File: src/ltc_pkg.sv
// shared constants of the lcd timing controller: register map, fields, timing
`default_nettype none
package ltc_pkg;
  // register indices as seen through the index register
  localparam logic [4:0] IDX_HTOTAL = 5'h00;
  localparam logic [4:0] IDX_HDISP = 5'h01;
  localparam logic [4:0] IDX_ROW_RASTERS = 5'h09;
  localparam logic [4:0] IDX_CUR_FIRST = 5'h0a;
  localparam logic [4:0] IDX_CUR_LAST = 5'h0b;
  localparam logic [4:0] IDX_ORIGIN_HI = 5'h0c;
  localparam logic [4:0] IDX_ORIGIN_LO = 5'h0d;
  localparam logic [4:0] IDX_CURPOS_HI = 5'h0e;
  localparam logic [4:0] IDX_CURPOS_LO = 5'h0f;
  localparam logic [4:0] IDX_VIRT_WIDTH = 5'h12;
  localparam logic [4:0] IDX_FRAME_HI = 5'h13;
  localparam logic [4:0] IDX_FRAME_LO = 5'h14;
  localparam logic [4:0] IDX_FIRST_RASTER = 5'h15;
  localparam logic [4:0] IDX_MODE = 5'h16;
  // reset values of the register file
  localparam logic [7:0] RST_BYTE = 8'h00;
  localparam logic [4:0] RST_FIVE = 5'h00;
  // mode register bit positions
  localparam int MODE_ON = 4;
  localparam int MODE_GFX = 3;
  localparam int MODE_WIDE = 2;
  localparam int MODE_BLINK = 1;
  localparam int MODE_ATTR = 0;
  // cursor first raster register fields
  localparam int CUR_MODE_HI = 6;
  localparam int CUR_MODE_LO = 5;
  localparam logic [1:0] CUR_STEADY = 2'h0;
  localparam logic [1:0] CUR_OFF = 2'h1;
  localparam logic [1:0] CUR_BLINK32 = 2'h2;
  localparam logic [1:0] CUR_BLINK64 = 2'h3;
  // frame counter bits giving 32 and 64 frame blink periods
  localparam int BLINK32_BIT = 4;
  localparam int BLINK64_BIT = 5;
  // memory data attribute bit positions
  localparam int MD_REVERSE = 11;
  localparam int MD_CURSOR = 12;
  localparam int MD_BLINK = 13;
  localparam int MD_BLANK_WHITE = 14;
  localparam int MD_BLANK_BLACK = 15;
  // dot clocks per memory cycle
  localparam int MCLK_DIV = 4;
  localparam logic [1:0] SLOT_LAST = 2'(MCLK_DIV - 1);
endpackage : ltc_pkg
`default_nettype wire

File: src/ltc_fifo.sv
// small first-in first-out buffer with valid/ready on both sides
`default_nettype none
module ltc_fifo #(
  parameter int WIDTH = 16,
  parameter int DEPTH = 4
) (
  // clock and reset
  input wire logic clk_sys_in,
  input wire logic rst_in,
  // filling side
  input wire logic [WIDTH-1:0] in_data_in,
  input wire logic in_valid_in,
  output logic in_ready_out,
  // draining side
  output logic [WIDTH-1:0] out_data_out,
  output logic out_valid_out,
  input wire logic out_ready_in
);
  localparam int AW = $clog2(DEPTH);

  // depth must be a power of two so pointers wrap naturally
  if (DEPTH < 2 || (DEPTH & (DEPTH - 1)) != 0) begin : g_bad_depth
    $error("ltc_fifo depth must be a power of two of at least 2");
  end

  logic [WIDTH-1:0] mem_r [DEPTH];
  logic [AW:0] wr_ptr_r;
  logic [AW:0] rd_ptr_r;
  wire full = (wr_ptr_r[AW] != rd_ptr_r[AW]) && (wr_ptr_r[AW-1:0] == rd_ptr_r[AW-1:0]);
  wire empty = (wr_ptr_r == rd_ptr_r);
  wire do_push = in_valid_in && !full;
  wire do_pop = out_valid_out && out_ready_in;

  // handshake outputs straight from the pointers
  assign in_ready_out = !full;
  assign out_valid_out = !empty;
  assign out_data_out = mem_r[rd_ptr_r[AW-1:0]];

  // storage write
  always_ff @(posedge clk_sys_in)
  begin
    if (do_push)
    begin
      mem_r[wr_ptr_r[AW-1:0]] <= in_data_in;
    end
  end

  // pointers
  always_ff @(posedge clk_sys_in)
  begin
    if (rst_in)
    begin
      wr_ptr_r <= '0;
      rd_ptr_r <= '0;
    end
    else
    begin
      wr_ptr_r <= wr_ptr_r + (AW+1)'(do_push);
      rd_ptr_r <= rd_ptr_r + (AW+1)'(do_pop);
    end
  end
endmodule : ltc_fifo
`default_nettype wire

File: src/ltc_timing.sv
// lcd timing controller: host register file, display counters, fetch and attributes
`default_nettype none
module ltc_timing #(
  parameter int FIFO_DEPTH = 4
) (
  // clock and resets
  input wire logic clk_sys_in,
  input wire logic rst_in,
  input wire logic reset_n_in,
  // host bus
  input wire logic cs_n_in,
  input wire logic index_or_data_select_in,
  input wire logic wr_n_in,
  input wire logic rd_n_in,
  input wire logic [7:0] db_in,
  output logic [7:0] db_out,
  output logic db_oe_n_out,
  // mode select pins
  input wire logic on_pin_in,
  input wire logic graphic_pin_in,
  input wire logic wide_pin_in,
  input wire logic blink_enable_pin_in,
  input wire logic attribute_pin_in,
  // display memory
  input wire logic [15:0] memory_data_in,
  output logic [15:0] ma_out,
  output logic [4:0] ra_out,
  output logic mclk_out,
  output logic disp_tmg_out,
  output logic cursor_timing_out,
  // processed display words toward the panel shifter
  output logic [15:0] lcd_word_out,
  output logic lcd_valid_out,
  input wire logic lcd_ready_in
);
  if (FIFO_DEPTH != 4) begin : g_bad_depth
    $error("ltc_timing expects a display buffer of 4 words");
  end

  ////////////////////////////////////////////////////////////////////////////
  // pin synchronisers: two flops before any logic
  localparam int SW = 8 + 4 + 5 + 16 + 1;
  logic [SW-1:0] sync1_r;
  logic [SW-1:0] sync2_r;
  logic wr_n_d_r;
  always_ff @(posedge clk_sys_in)
  begin
    sync1_r <= {db_in, cs_n_in, index_or_data_select_in, wr_n_in, rd_n_in,
                on_pin_in, graphic_pin_in, wide_pin_in, blink_enable_pin_in,
                attribute_pin_in, memory_data_in, reset_n_in};
    sync2_r <= sync1_r;
    wr_n_d_r <= sync2_r[23]; // previous synchronised write strobe
  end
  // bit order: data 33:26, select 25, index/data 24, write 23, read 22, pins 21:17
  wire [7:0] db_s = sync2_r[33:26];
  wire cs_n_s = sync2_r[25];
  wire rs_s = sync2_r[24];
  wire wr_n_s = sync2_r[23];
  wire rd_n_s = sync2_r[22];
  wire [4:0] pins_s = sync2_r[21:17];
  wire [15:0] md_s = sync2_r[16:1];
  wire reset_n_s = sync2_r[0];

  ////////////////////////////////////////////////////////////////////////////
  // register file
  logic [4:0] index_r;
  logic [7:0] htotal_r;
  logic [7:0] hdisp_r;
  logic [4:0] row_rasters_r;
  logic [6:0] cur_first_r;
  logic [4:0] cur_last_r;
  logic [15:0] origin_r;
  logic [15:0] curpos_r;
  logic [7:0] virt_width_r;
  logic [8:0] frame_rasters_r;
  logic [4:0] first_raster_r;
  logic [4:0] mode_reg_r;

  // write is taken at the rising edge of the write strobe while selected
  wire wr_take = wr_n_s && !wr_n_d_r && !cs_n_s;
  wire idx_write = wr_take && !rs_s;
  wire data_write = wr_take && rs_s;

  localparam logic [4:0] RST_FIVE_C = ltc_pkg::RST_FIVE;

  // index write and data write decode
  always_ff @(posedge clk_sys_in)
  begin
    if (rst_in)
    begin
      index_r <= RST_FIVE_C;
      htotal_r <= ltc_pkg::RST_BYTE;
      hdisp_r <= ltc_pkg::RST_BYTE;
      row_rasters_r <= RST_FIVE_C;
      cur_first_r <= 7'h00;
      cur_last_r <= RST_FIVE_C;
      origin_r <= 16'h0000;
      curpos_r <= 16'h0000;
      virt_width_r <= ltc_pkg::RST_BYTE;
      frame_rasters_r <= 9'h000;
      first_raster_r <= RST_FIVE_C;
      mode_reg_r <= RST_FIVE_C;
    end
    else if (idx_write)
    begin
      index_r <= db_s[4:0];
    end
    else if (data_write)
    begin
      case (index_r)
        ltc_pkg::IDX_HTOTAL: htotal_r <= db_s;
        ltc_pkg::IDX_HDISP: hdisp_r <= db_s;
        ltc_pkg::IDX_ROW_RASTERS: row_rasters_r <= db_s[4:0];
        ltc_pkg::IDX_CUR_FIRST: cur_first_r <= db_s[6:0];
        ltc_pkg::IDX_CUR_LAST: cur_last_r <= db_s[4:0];
        ltc_pkg::IDX_ORIGIN_HI: origin_r[15:8] <= db_s;
        ltc_pkg::IDX_ORIGIN_LO: origin_r[7:0] <= db_s;
        ltc_pkg::IDX_CURPOS_HI: curpos_r[15:8] <= db_s;
        ltc_pkg::IDX_CURPOS_LO: curpos_r[7:0] <= db_s;
        ltc_pkg::IDX_VIRT_WIDTH: virt_width_r <= db_s;
        ltc_pkg::IDX_FRAME_HI: frame_rasters_r[8] <= db_s[0];
        ltc_pkg::IDX_FRAME_LO: frame_rasters_r[7:0] <= db_s;
        ltc_pkg::IDX_FIRST_RASTER: first_raster_r <= db_s[4:0];
        ltc_pkg::IDX_MODE: mode_reg_r <= db_s[4:0];
        default: ; // unassigned indices are swallowed
      endcase
    end
  end

  // read back: only the origin and cursor pairs answer
  wire readable = (index_r >= ltc_pkg::IDX_ORIGIN_HI) && (index_r <= ltc_pkg::IDX_CURPOS_LO);
  wire rd_active = !cs_n_s && !rd_n_s && rs_s && readable;
  wire [7:0] rd_mux = (index_r == ltc_pkg::IDX_ORIGIN_HI) ? origin_r[15:8] :
                      (index_r == ltc_pkg::IDX_ORIGIN_LO) ? origin_r[7:0] :
                      (index_r == ltc_pkg::IDX_CURPOS_HI) ? curpos_r[15:8] : curpos_r[7:0];
  always_ff @(posedge clk_sys_in)
  begin
    if (rst_in)
    begin
      db_out <= 8'h00;
      db_oe_n_out <= 1'b1;
    end
    else
    begin
      db_out <= rd_active ? rd_mux : 8'h00;
      db_oe_n_out <= !rd_active;
    end
  end

  ////////////////////////////////////////////////////////////////////////////
  // effective mode
  wire [4:0] mode_eff = pins_s | mode_reg_r;
  wire disp_on = mode_eff[ltc_pkg::MODE_ON];
  wire gfx = mode_eff[ltc_pkg::MODE_GFX];
  wire gfx1 = gfx && mode_eff[ltc_pkg::MODE_ATTR];
  wire gfx2 = gfx && !mode_eff[ltc_pkg::MODE_ATTR];
  wire wide = !gfx && mode_eff[ltc_pkg::MODE_WIDE];
  wire attr_on = !gfx && mode_eff[ltc_pkg::MODE_ATTR];
  wire blink_on = mode_eff[ltc_pkg::MODE_BLINK];

  ////////////////////////////////////////////////////////////////////////////
  // display counters
  logic [1:0] phase_r;
  logic [7:0] char_r;
  logic [4:0] ras_r;
  logic [8:0] line_r;
  logic [15:0] row_base_r;
  logic [5:0] frame_r;
  logic fifo_ready;

  wire cnt_clr = rst_in || !reset_n_s;
  wire slot_end = (phase_r == ltc_pkg::SLOT_LAST);
  wire in_disp = (char_r < hdisp_r) && disp_on;
  wire push = slot_end && in_disp;
  wire stall = push && !fifo_ready;
  wire line_end = (char_r == htotal_r);
  wire frame_end = (line_r == frame_rasters_r);
  wire row_end = gfx1 || (ras_r == row_rasters_r);
  wire [15:0] stride = (virt_width_r != 8'h00) ? {8'h00, virt_width_r} : {8'h00, hdisp_r};
  wire [7:0] char_addr = wide ? {1'b0, char_r[7:1]} : char_r;
  wire [4:0] ras_start = gfx ? 5'h00 : first_raster_r;
  // address of the next memory cycle; the cursor compare uses it too
  wire [15:0] ma_nxt = row_base_r + {8'h00, char_addr};

  // memory cycle phase, also the memory clock divider
  always_ff @(posedge clk_sys_in)
  begin
    if (cnt_clr)
      phase_r <= 2'h0;
    else if (!stall)
      phase_r <= phase_r + 2'h1;
  end

  // character, raster, line and frame counters
  always_ff @(posedge clk_sys_in)
  begin
    if (cnt_clr)
    begin
      char_r <= 8'h00;
      ras_r <= 5'h00;
      line_r <= 9'h000;
      row_base_r <= origin_r; // a fresh scan starts at the origin
      frame_r <= 6'h00;
    end
    else if (slot_end && !stall)
    begin
      char_r <= line_end ? 8'h00 : char_r + 8'h01;
      if (line_end && frame_end)
      begin
        line_r <= 9'h000;
        ras_r <= ras_start;
        row_base_r <= origin_r;
        frame_r <= frame_r + 6'h01;
      end
      else if (line_end)
      begin
        line_r <= line_r + 9'h001;
        ras_r <= row_end ? 5'h00 : ras_r + 5'h01;
        row_base_r <= row_end ? row_base_r + stride : row_base_r;
      end
    end
  end

  // memory address and raster address toward display memory
  always_ff @(posedge clk_sys_in)
  begin
    if (cnt_clr)
    begin
      ma_out <= 16'h0000;
      ra_out <= 5'h00;
      mclk_out <= 1'b0;
      disp_tmg_out <= 1'b0;
    end
    else
    begin
      ma_out <= ma_nxt;
      ra_out <= gfx1 ? 5'h00 : ras_r;
      mclk_out <= phase_r[1];
      disp_tmg_out <= in_disp;
    end
  end

  ////////////////////////////////////////////////////////////////////////////
  // cursor timing
  wire [1:0] cur_mode = cur_first_r[ltc_pkg::CUR_MODE_HI:ltc_pkg::CUR_MODE_LO];
  wire cur_vis = (cur_mode == ltc_pkg::CUR_STEADY) ||
                 (cur_mode == ltc_pkg::CUR_BLINK32 && frame_r[ltc_pkg::BLINK32_BIT]) ||
                 (cur_mode == ltc_pkg::CUR_BLINK64 && frame_r[ltc_pkg::BLINK64_BIT]);
  // compared one cycle early so the registered flag lines up with ma_out
  // and reaches memory data bit 12 together with the fetched word
  wire cur_hit = (ma_nxt == curpos_r) && (ras_r >= cur_first_r[4:0]) &&
                 (ras_r <= cur_last_r);
  always_ff @(posedge clk_sys_in)
  begin
    if (cnt_clr)
      cursor_timing_out <= 1'b0;
    else
      cursor_timing_out <= cur_hit && cur_vis && !gfx && in_disp;
  end

  ////////////////////////////////////////////////////////////////////////////
  // attribute processing of the fetched word
  wire [7:0] code = md_s[7:0];
  wire blank_now = blink_on && md_s[ltc_pkg::MD_BLINK] && frame_r[ltc_pkg::BLINK64_BIT];
  wire [7:0] attr_dots = md_s[ltc_pkg::MD_BLANK_BLACK] ? 8'h00 :
                         md_s[ltc_pkg::MD_BLANK_WHITE] ? 8'hff :
                         blank_now ? 8'h00 :
                         (md_s[ltc_pkg::MD_REVERSE] ^ md_s[ltc_pkg::MD_CURSOR]) ? ~code : code;
  wire [7:0] char_dots = attr_on ? attr_dots : (md_s[ltc_pkg::MD_CURSOR] ? ~code : code);
  wire [15:0] word = gfx ? md_s : {8'h00, char_dots};

  // display buffer; a full buffer stalls the fetch counters
  ltc_fifo #(
    .WIDTH(16),
    .DEPTH(FIFO_DEPTH)
  ) u_fifo (
    .clk_sys_in(clk_sys_in),
    .rst_in(cnt_clr),
    .in_data_in(word),
    .in_valid_in(push),
    .in_ready_out(fifo_ready),
    .out_data_out(lcd_word_out),
    .out_valid_out(lcd_valid_out),
    .out_ready_in(lcd_ready_in)
  );

  ////////////////////////////////////////////////////////////////////////////
  // checks
  deselect_idle_a: assert property (@(posedge clk_sys_in) disable iff (rst_in)
    cs_n_s |=> $stable(index_r) && $stable(origin_r))
    else $error("register changed while deselected");
  bus_undriven_a: assert property (@(posedge clk_sys_in) disable iff (rst_in)
    (!readable || !rs_s) |=> db_oe_n_out)
    else $error("bus driven for a write-only register");
  index_load_a: assert property (@(posedge clk_sys_in) disable iff (rst_in)
    idx_write |=> index_r == $past(db_s[4:0]))
    else $error("index not loaded");
  mclk_div_a: assert property (@(posedge clk_sys_in) disable iff (cnt_clr)
    $rose(mclk_out) && !stall |-> ##4 $rose(mclk_out) || $past(stall, 1))
    else $error("memory clock not dot clock over four");
  cursor_gfx_a: assert property (@(posedge clk_sys_in) disable iff (cnt_clr)
    gfx ##1 gfx |-> !cursor_timing_out)
    else $error("cursor shown outside character mode");
  counter_clear_a: assert property (@(posedge clk_sys_in)
    !reset_n_s && !rst_in |=> char_r == 8'h00 && line_r == 9'h000 && $stable(mode_reg_r))
    else $error("reset pin did not clear only the counters");
  disp_off_a: assert property (@(posedge clk_sys_in) disable iff (cnt_clr)
    !disp_on |=> !disp_tmg_out)
    else $error("display timing while display off");
  frame_wrap_a: assert property (@(posedge clk_sys_in) disable iff (cnt_clr)
    line_r <= frame_rasters_r || $past(data_write))
    else $error("line counter beyond frame length");
  stall_hold_a: assert property (@(posedge clk_sys_in) disable iff (cnt_clr)
    stall |=> $stable(char_r) && $stable(phase_r))
    else $error("counters advanced while buffer full");
  origin_load_a: assert property (@(posedge clk_sys_in)
    cnt_clr |=> row_base_r == $past(origin_r))
    else $error("scan did not restart at the origin");
endmodule : ltc_timing
`default_nettype wire

File: config.mk
export PLATFORM = sky130hd
export DESIGN_NAME = ltc_timing
export DESIGN_NICKNAME = d
export VERILOG_FILES = /design/src/ltc_pkg.sv /design/src/ltc_fifo.sv /design/src/ltc_timing.sv
export SDC_FILE = /design/constraint.sdc
export NUM_CORES = 1
export LEC_CHECK = 0
export BUFFER_PORTS_ARGS = -buffer_cell sky130_fd_sc_hd__buf_2
export CAP_MARGIN = 20
export CELL_PAD_IN_SITES_DETAIL_PLACEMENT = 0
export CELL_PAD_IN_SITES_GLOBAL_PLACEMENT = 1
export CORE_MARGIN = 2
export CORE_UTILIZATION = 41
export DETAILED_ROUTE_END_ITERATION = 8
export PLACE_DENSITY_LB_ADDON = 0.1
export SYNTH_ARGS = -nofsm -noshare
export SYNTH_HDL_FRONTEND = slang
export SYNTH_SLANG_ARGS = --single-unit
File: constraint.sdc
create_clock -name clk_sys_in -period 10.05 [get_ports clk_sys_in]
set_clock_uncertainty 0.1 [all_clocks]
set_input_delay 0.5025 -clock clk_sys_in [delete_from_list [all_inputs] [get_ports clk_sys_in]]
set_output_delay 0.5025 -clock clk_sys_in [all_outputs]
set_load 0.1 [all_outputs]
Word level (Yosys, flattened, before mapping)
Memories as Yosys holds them, arrays and structs flattened. A register that Yosys moved wholly into a read port is not among the register bits.
Index checks and enable logic that the tools add are counted.

word-level totals
  register bits = 251
  memories = 1
  input bits = 37
  RAM bits = 64

operators by class
  $add $sub $neg = 9
  multiplexer cells = 27
  bitwise logic cells = 5
  $lt $le $gt $ge = 5
  reduce and logical (&&, ||, !) cells = 68
  equality and inequality tests = 23

memories
  memory        depth  bits a word  rd ports  clocked after Yosys merged registers in  write ports  line            source
  u_fifo.mem_r  4      16           1         1                                        1            ltc_fifo.sv:26  logic [WIDTH-1:0] mem_r [DEPTH];

operator list
  cell                 number
  $mux 16              6
  $mux 8               12
  $reduce_and 3->1     15
  $eq 5x4->1 const B   7
  $add 16x8->16        2
  $logic_and 1x1->1    28
  $eq 5x5->1 const B   5
  $mux 5               4
  $mux 9               2
  $eq 16x16->1         1
  $logic_not 1->1      10
  $add 9x1->9 const B  1
  $eq 9x9->1           1
  $add 8x1->8 const B  1
  $eq 8x8->1           1
  $lt 8x8->1           1
  $not 8->8            1
  $reduce_bool 8->1    1
  $add 3x1->3          2
  $add 6x1->6 const B  1
  $eq 2x2->1 const B   3
  $reduce_bool 3->1    2
  $add 5x1->5 const B  1
  $eq 5x1->1 const B   1
  20 further kinds     28

Longest topological paths before layout
Gate-level depths: netlist (run 1).

  word-level depth = 11
  gate-level depth with buffers = 18

Cells and area by module
A second synthesis (run 1) with hierarchy kept.

unflattened totals
  cell total of the unflattened synthesis = 1271
  area total of the unflattened synthesis = 13604.3 um2

by module, submodules not included
  module      cells each  area each (um2)  times used
  ltc_timing  1151        10920.5          1
  ltc_fifo    120         2683.8           1

Worst setup path after synthesis (run 1)
No wires, ideal clock.

  path type = reg-to-reg
  start = reg mode_reg_r[3]
  end = reg cursor_timing_out
  slack = 5.864 ns
  stages on the path, launching flop included = 16
  data required time = 9.877 ns
  arrival = 4.013 ns
  library setup time = 0.073 ns
  path buffers = 2
  cell sequence = dfxtp_1 > nor2_1 > clkbuf_1 > o21a_1 > clkbuf_1 > mux2_2 > ha_1 > a211oi_2 > nor2_4 > xnor2_1 > a222oi_1 > or4b_1 > nor4_2 > o211ai_1 > or4_1 > nor3_2

between the ends
  word-level cells in the longest chain between the ends = 11

RTL lines
  item                                 line                                  source
  start, declared                      ltc_timing.sv:77                      logic [4:0] mode_reg_r;
  start signal, assigned               ltc_timing.sv:124                     ltc_pkg::IDX_MODE: mode_reg_r <= db_s[4:0];
  $or 5x5->5 (*)                       ltc_timing.sv:152                     wire [4:0] mode_eff = pins_s | mode_reg_r;
  $logic_not 1->1 (*)                  ltc_timing.sv:157, ltc_timing.sv:258
  $logic_and 1x1->1                    ltc_timing.sv:157                     wire wide = !gfx && mode_eff[ltc_pkg::MODE_WIDE];
  $mux 8                               ltc_timing.sv:180                     wire [7:0] char_addr = wide ? {1'b0, char_r[7:1]} : char_r;
  $add 16x8->16                        ltc_timing.sv:183                     wire [15:0] ma_nxt = row_base_r + {8'h00, char_addr};
  $eq 16x16->1                         ltc_timing.sv:251                     wire cur_hit = (ma_nxt == curpos_r) && (ras_r >= cur_first_r[4:0]) &&
  $logic_and 1x1->1 (2 in series)      ltc_timing.sv:251
  $logic_and 1x1->1                    ltc_timing.sv:258                     cursor_timing_out <= cur_hit && cur_vis && !gfx && in_disp;
  $logic_and 1x1->1 (*) (2 in series)  ltc_timing.sv:258
  end signal, assigned                 ltc_timing.sv:258
  end, declared                        ltc_timing.sv:30                      output logic cursor_timing_out,

Mark *: on every way between the ends. The rest lies on a longest branch, timed or not.
A chain may end at the register's enable or synchronous reset.

Worst setup path in the final report (run 1)
Same ends and word-level chain as after synthesis.

==> results.toml, run 1 <==
[status]
status = "finished clean"

[drt]
viasPerCell = 5.113
dr.pass1.iters = 5
wl_per_cell_um = 17.99
wl_mm = 31.83
antenna_left = 0
drc = 0
drt_iter0_drc = 528
num_vias = 9045

[setup_path]
r2r_slack_ns = 5.22
cp.arrival_ns = 5.19
critPathKind = "reg -> reg"
endpoint_kind = "register"
required_ns = 10.41
startpoint_type = "register"
crit_fanout = 21

[clock_tree]
hold_buffers = 34
clk_path_buf_depth = 3
htree_num_levels = 2
cts_buffers = 36
post_cts_resized = 0
path_clk_slew_ns = 0.06
clock_latency_ns = 0.53
tritoncts = "built"
cts_root_buf = "clkbuf_16"
clock-sinks = 315
post-cts-setup-buffers = 0

[synthesis]
synthTopCellsByArea = "dfxtp_1, edfxtp_1, mux2i_1, nor2_1, ha_1"
synth_compound_area_share_pct = 8.383
synthDistinctLibCells = 66
synth_simple_gate_area_share_pct = 14.06
synth_warnings = 0
ys_seq_elements = 315
syn_area_per_cell_um2 = 10.81
synth_top_family_by_area = "simple AND/OR/NAND/NOR gates"
synth_fp_nets = 1308
synth-xor-area-share_pct = 5.595
async_reset_ff_share_pct = 0
synth-adder-area-share_pct = 4.461
ys.flop_type = "dfxtp_1"
synthMuxAreaShare_pct = 11.41
yosys.area.top_type = "dfxtp_1"
synth_top_area_share_pct = 35.54
synthCells = 1225
synth_area_um2 = 13240
synth_edf_count = 80
synth_seq_area_share_pct = 53.68

[placed_design]
place.gp.congestion = 0.8567
place_hpwl_mm = 21.69
placed_cell_area_um2 = 14070
port_buffers = 86
post-place-ws_ns = 5.209
place_inst = 1669

[global_routing]
grt_pass1_vias = 8950
grt_start_max_net_pins = 60
antenna_found_initial = 0
overflow = 0
grt_pass1_wl_mm = 50.40
grt_usage_pct = 19.22

[timing]
setup_ws_ns = 5.220
max-slew-margin-rel_pct = 27.60
setup_tns_ns = 0
setup_viol = 0
rsz0062_at_grt = "false"
drv_slew = 0
hold_viol_final = 0
worst_pin_slew_ns = 1.082
period_share_pct = 48.06
fin_crit_ns = 4.830
fmax_mhz = 207.0

[floorplanning]
rows = 65
coreArea_um2 = 31640
die_area_um2 = 33740
start_util_pct = 41.85
fp.dieH_um = 183.7
ios = 87
die_w_um = 183.7

[cells_and_area]
utilization_pct = 49.71
diodes = 0
stdcell_count = 1769
area_growth_syn_to_layout_pct = 18.80
final_cell_mix = "dfxtp_1, nor2_1, mux2i_1, buf_2, edfxtp_1"
n_fill_cell = 2883
finalNetCount = 1423
postLayoutCellArea_um2 = 15730
layout_commonest_cell = "dfxtp_1"
drive_gt1_share_pct = 14.56

[job]
cap_violations = 0

[pwr]
power.density_nw_per_um2 = 181.9
peakVddDrop_v = 0.0001498
power.leakage_nw = 6.357

[hold_path]
hold_class = "reg -> reg"
area by class of cell:
cell class | count | area, um^2 | area share (%)
well taps | 402 | 503.0 | 3.198
repair buffers | 131 | 857.1 | 5.449
multi-input cells | 826 | 5842 | 37.14
flip-flops and latches | 315 | 7107 | 45.19
clock buffers | 51 | 1124 | 7.144
clock inverters | 14 | 182.7 | 1.161
inverters | 30 | 112.6 | 0.7160
per-layer routing:
| metal | vias up | global-route usage, % | routed length [um] | share of wire, % |
|---|---|---|---|---|
| met2 | 201 | 32.32 | 14750 | 46 |
| met4 | 0 | 6.432 | 912 | 2.9 |
| met3 | 53 | 2.833 | 1220 | 3.8 |
| met1 | 4264 | 25.41 | 14940 | 47 |
| li1 | 4527 | - | - | - |
| met5 | - | 0 | 0 | 0 |
cells in the mapped netlist, types with 9 or more instances:
master,instances
a211oi_1,18
a21o_1,15
a21oi_1,39
and2_1,15
and3_1,10
clkbuf_1,45
dfxtp_1,235
edfxtp_1,80
ha_1,44
inv_1,30
mux2i_1,107
mux4_2,16
nand2_1,63
nand3_1,15
nor2_1,195
nor2b_1,22
nor3_1,13
nor3b_1,10
nor4_1,9
o21ai_0,51
xnor2_1,39
xor2_1,43
through the flow:
stage / hold WS (ns) / power, mW
after floorplan: 0.2096 / 1.435
after global placement: 0.2104 / 1.477
after detailed placement: 0.2121 / 1.477
after CTS: 0.2255 / 2.895
after global routing: 0.2290 / 2.962
final: 0.2226 / 2.860
report_power, final:
| part | total [mW] | switching, mW | internal (mW) |
|---|---|---|---|
| Combinational | 0.112 | 0.0684 | 0.0431 |
| Clock | 1.40 | 0.535 | 0.866 |
| Sequential | 1.35 | 0.0256 | 1.32 |
path summary, 6_finish.rpt:
| path | start | to | depth (start not counted) |
|---|---|---|---|
| setup / recovery | mode_reg_r[3] | cursor_timing_out | 13 |
| hold / removal | sync1_r[22] | sync2_r[22] | 0 |
| setup reg to reg | mode_reg_r[3] | cursor_timing_out | 13 |
| hold reg to reg | sync1_r[22] | sync2_r[22] | 0 |
flip-flops by register name, summed over array words and instances, names as in the netlist, 6 cells and up:
signal	cells
char_r	8
cur_first_r	7
curpos_r	16
db_out	8
frame_r	6
frame_rasters_r	9
hdisp_r	8
htotal_r	8
line_r	9
ma_out	16
origin_r	16
row_base_r	16
sync1_r	34
sync2_r	34
u_fifo.mem_r	64
virt_width_r	8
worst max-delay path: stages (launching register included):
cell and delay (ns):
dfxtp_1 0.31, nor2_2 0.76, o21a_1 0.42, mux2_2 0.39
ha_1 0.29, a211oi_2 0.38, nor2_4 0.09, xnor2_1 0.13
a222oi_1 0.33, or4b_1 0.48, nor4_2 0.28, o211ai_1 0.14
or4_1 0.50, nor3_2 0.15
cell families (layout without fill, tap and decap cells):
family | Yosys count | after routing
adders and majority gates | 46 | 46
AOI/OAI and AO/OA | 172 | 172
xor gates and xnor gates | 83 | 83
buffers and inverters | 84 | 226
DFF | 315 | 315
and+or+nand+nor | 395 | 395
muxes | 130 | 130
Power figures use the tool's default switching activity.
==> inputs of run 2 (changes only) <==
clock period = 4.7 ns   (was 10.05 ns; I/O delays follow)
==> results.toml, run 2 (synthesized netlist as in run 1, its figures left out) <==
[timing]
setup_tns_ns = 0
fin_crit_ns = 4.093
rsz0062_at_grt = "false"
max-slew-margin-rel_pct = 27.18
drv_slew = 0
period_share_pct = 87.09
hold_viol_final = 0
fmax_mhz = 244.3
setup_viol = 0
worst_pin_slew_ns = 1.088

[clock_tree]
clock-sinks = 315
tritoncts = "built"
clock_latency_ns = 0.53
path_clk_slew_ns = 0.06
cts_buffers = 35
cts_root_buf = "clkbuf_16"
htree_num_levels = 2
clk_path_buf_depth = 3

[floorplanning]
die_w_um = 183.7
die_area_um2 = 33740
ios = 87
rows = 65
start_util_pct = 41.85
coreArea_um2 = 31640
fp.dieH_um = 183.7

[global_routing]
grt_start_max_net_pins = 84
grt_pass1_vias = 8982
grt_pass1_wl_mm = 50.27
antenna_found_initial = 0
overflow = 0
grt_usage_pct = 19.11

[drt]
antenna_left = 0
wl_per_cell_um = 17.95
wl_met3_mm = 1.065
viasPerCell = 5.102
met1_length_mm = 15.14
met2_length_mm = 14.84
num_vias = 9025
dr.max_layer_used = "met4"
drt_iter0_drc = 490
dr.pass1.iters = 5
drc = 0
wl_mm = 31.76

[placed_design]
place_hpwl_mm = 21.86
place.gp.congestion = 0.8213
port_buffers = 86

[cells_and_area]
final_cell_mix = "dfxtp_1, nor2_1, mux2i_1, buf_2, edfxtp_1"
diodes = 0
layout_commonest_cell = "dfxtp_1"
drive_gt1_share_pct = 14.19
area_growth_syn_to_layout_pct = 17.36
n_fill_cell = 2888
largest_reg_flops = 64
finalNetCount = 1426

[pwr]
p_int_mw = 4.445
peakVddDrop_v = 0.0002780
p_sw_mw = 1.264
totalPowerFinal_mw = 5.709
p_clk_share_pct = 45.4
power.leakage_nw = 6.278
power.density_nw_per_um2 = 367.4
swShare_pct = 22.13
power_frac_seq_pct = 50.5
pwr-share-comb_pct = 4.2

[setup_path]
startpoint_type = "register"
required_ns = 5.05
cp.arrival_ns = 4.44
endpoint_kind = "register"
crit_fanout = 8
critPathKind = "reg -> reg"
rr_worst_depth = 13

[status]
status = "finished clean"

[job]
cap_violations = 0

[hold_path]
min_path_cells = 2
hold_class = "in -> reg"
run 2: final timing paths:
| check | from | to | slack, ns |
|---|---|---|---|
| worst max-delay path | mode_reg_r[3] | cursor_timing_out | 0.61 |
| worst min-delay path | rst_in | cur_last_r[0] | 0.02 |
| worst min register to register | sync1_r[2] | sync2_r[2] | 0.22 |
| worst max register to register | mode_reg_r[3] | cursor_timing_out | 0.61 |
run 2: worst max-delay path: stages, from the launching register on:
cell	delay (ns)
dfxtp_1	0.32
nor2_2	0.13
o21a_1	0.33
mux2_2	0.40
ha_1	0.29
a211oi_2	0.39
nor2_4	0.09
xnor2_1	0.14
a222oi_1	0.34
or4b_1	0.48
nor4_2	0.25
o211ai_1	0.13
or4_1	0.50
nor3_2	0.15
run 2: routing by layer:
layer | vias up | GRT usage, %
met5 | - | 0
met4 | 0 | 5.472
met3 | 43 | 3.011
met2 | 152 | 31.85
met1 | 4306 | 25.73
li1 | 4524 | -
run 2: final cells by class:
cell class                      count  area (um^2)  area share [%]
Clock buffer                       53         1037           6.676
Clock inverter                      8        55.05          0.3543
Inverter                           30        112.6          0.7248
Multi-Input combinational cell    826         5839           37.58
Sequential cell                   315         7107           45.74
Tap cell                          402        503.0           3.237
Timing Repair Buffer              135        883.3           5.685
run 2: stage by stage:
step / utilization [%] / worst slack (ns) / instances / hold WS (ns) / area (um^2)
6_report: 49.11 / 0.6066 / 1769 / 0.01507 / 15540
5_1_grt: 49.11 / 0.2919 / 1769 / 0.01344 / 15540
4_1_cts: 49.11 / 0.5752 / 1769 / 0.004122 / 15540
3_5_place_dp: 44.58 / 0.6121 / 1674 / 0.2121 / 14100
3_3_place_gp: 44.58 / 0.6369 / 1674 / 0.2102 / 14100
2_1_floorplan: - / 0.5143 / 1225 / 0.1627 / 13240
run 2: power by group through the flow:
stage	combinational [mW]	sequential, mW	clock, mW
detailed placement	0.217	2.94	0
global route	0.262	2.89	2.77
global placement	0.215	2.94	0
CTS	0.240	2.88	2.66
floorplan	0.139	2.93	0
finish	0.238	2.88	2.59
run 2: timing repair:
action / 4_1_cts / 5_1_grt
resized for setup: 0 / 0
hold buffers: 34 / 0
endpoints found under the hold margin: 34 / 0
buffers inserted: 0 / 0
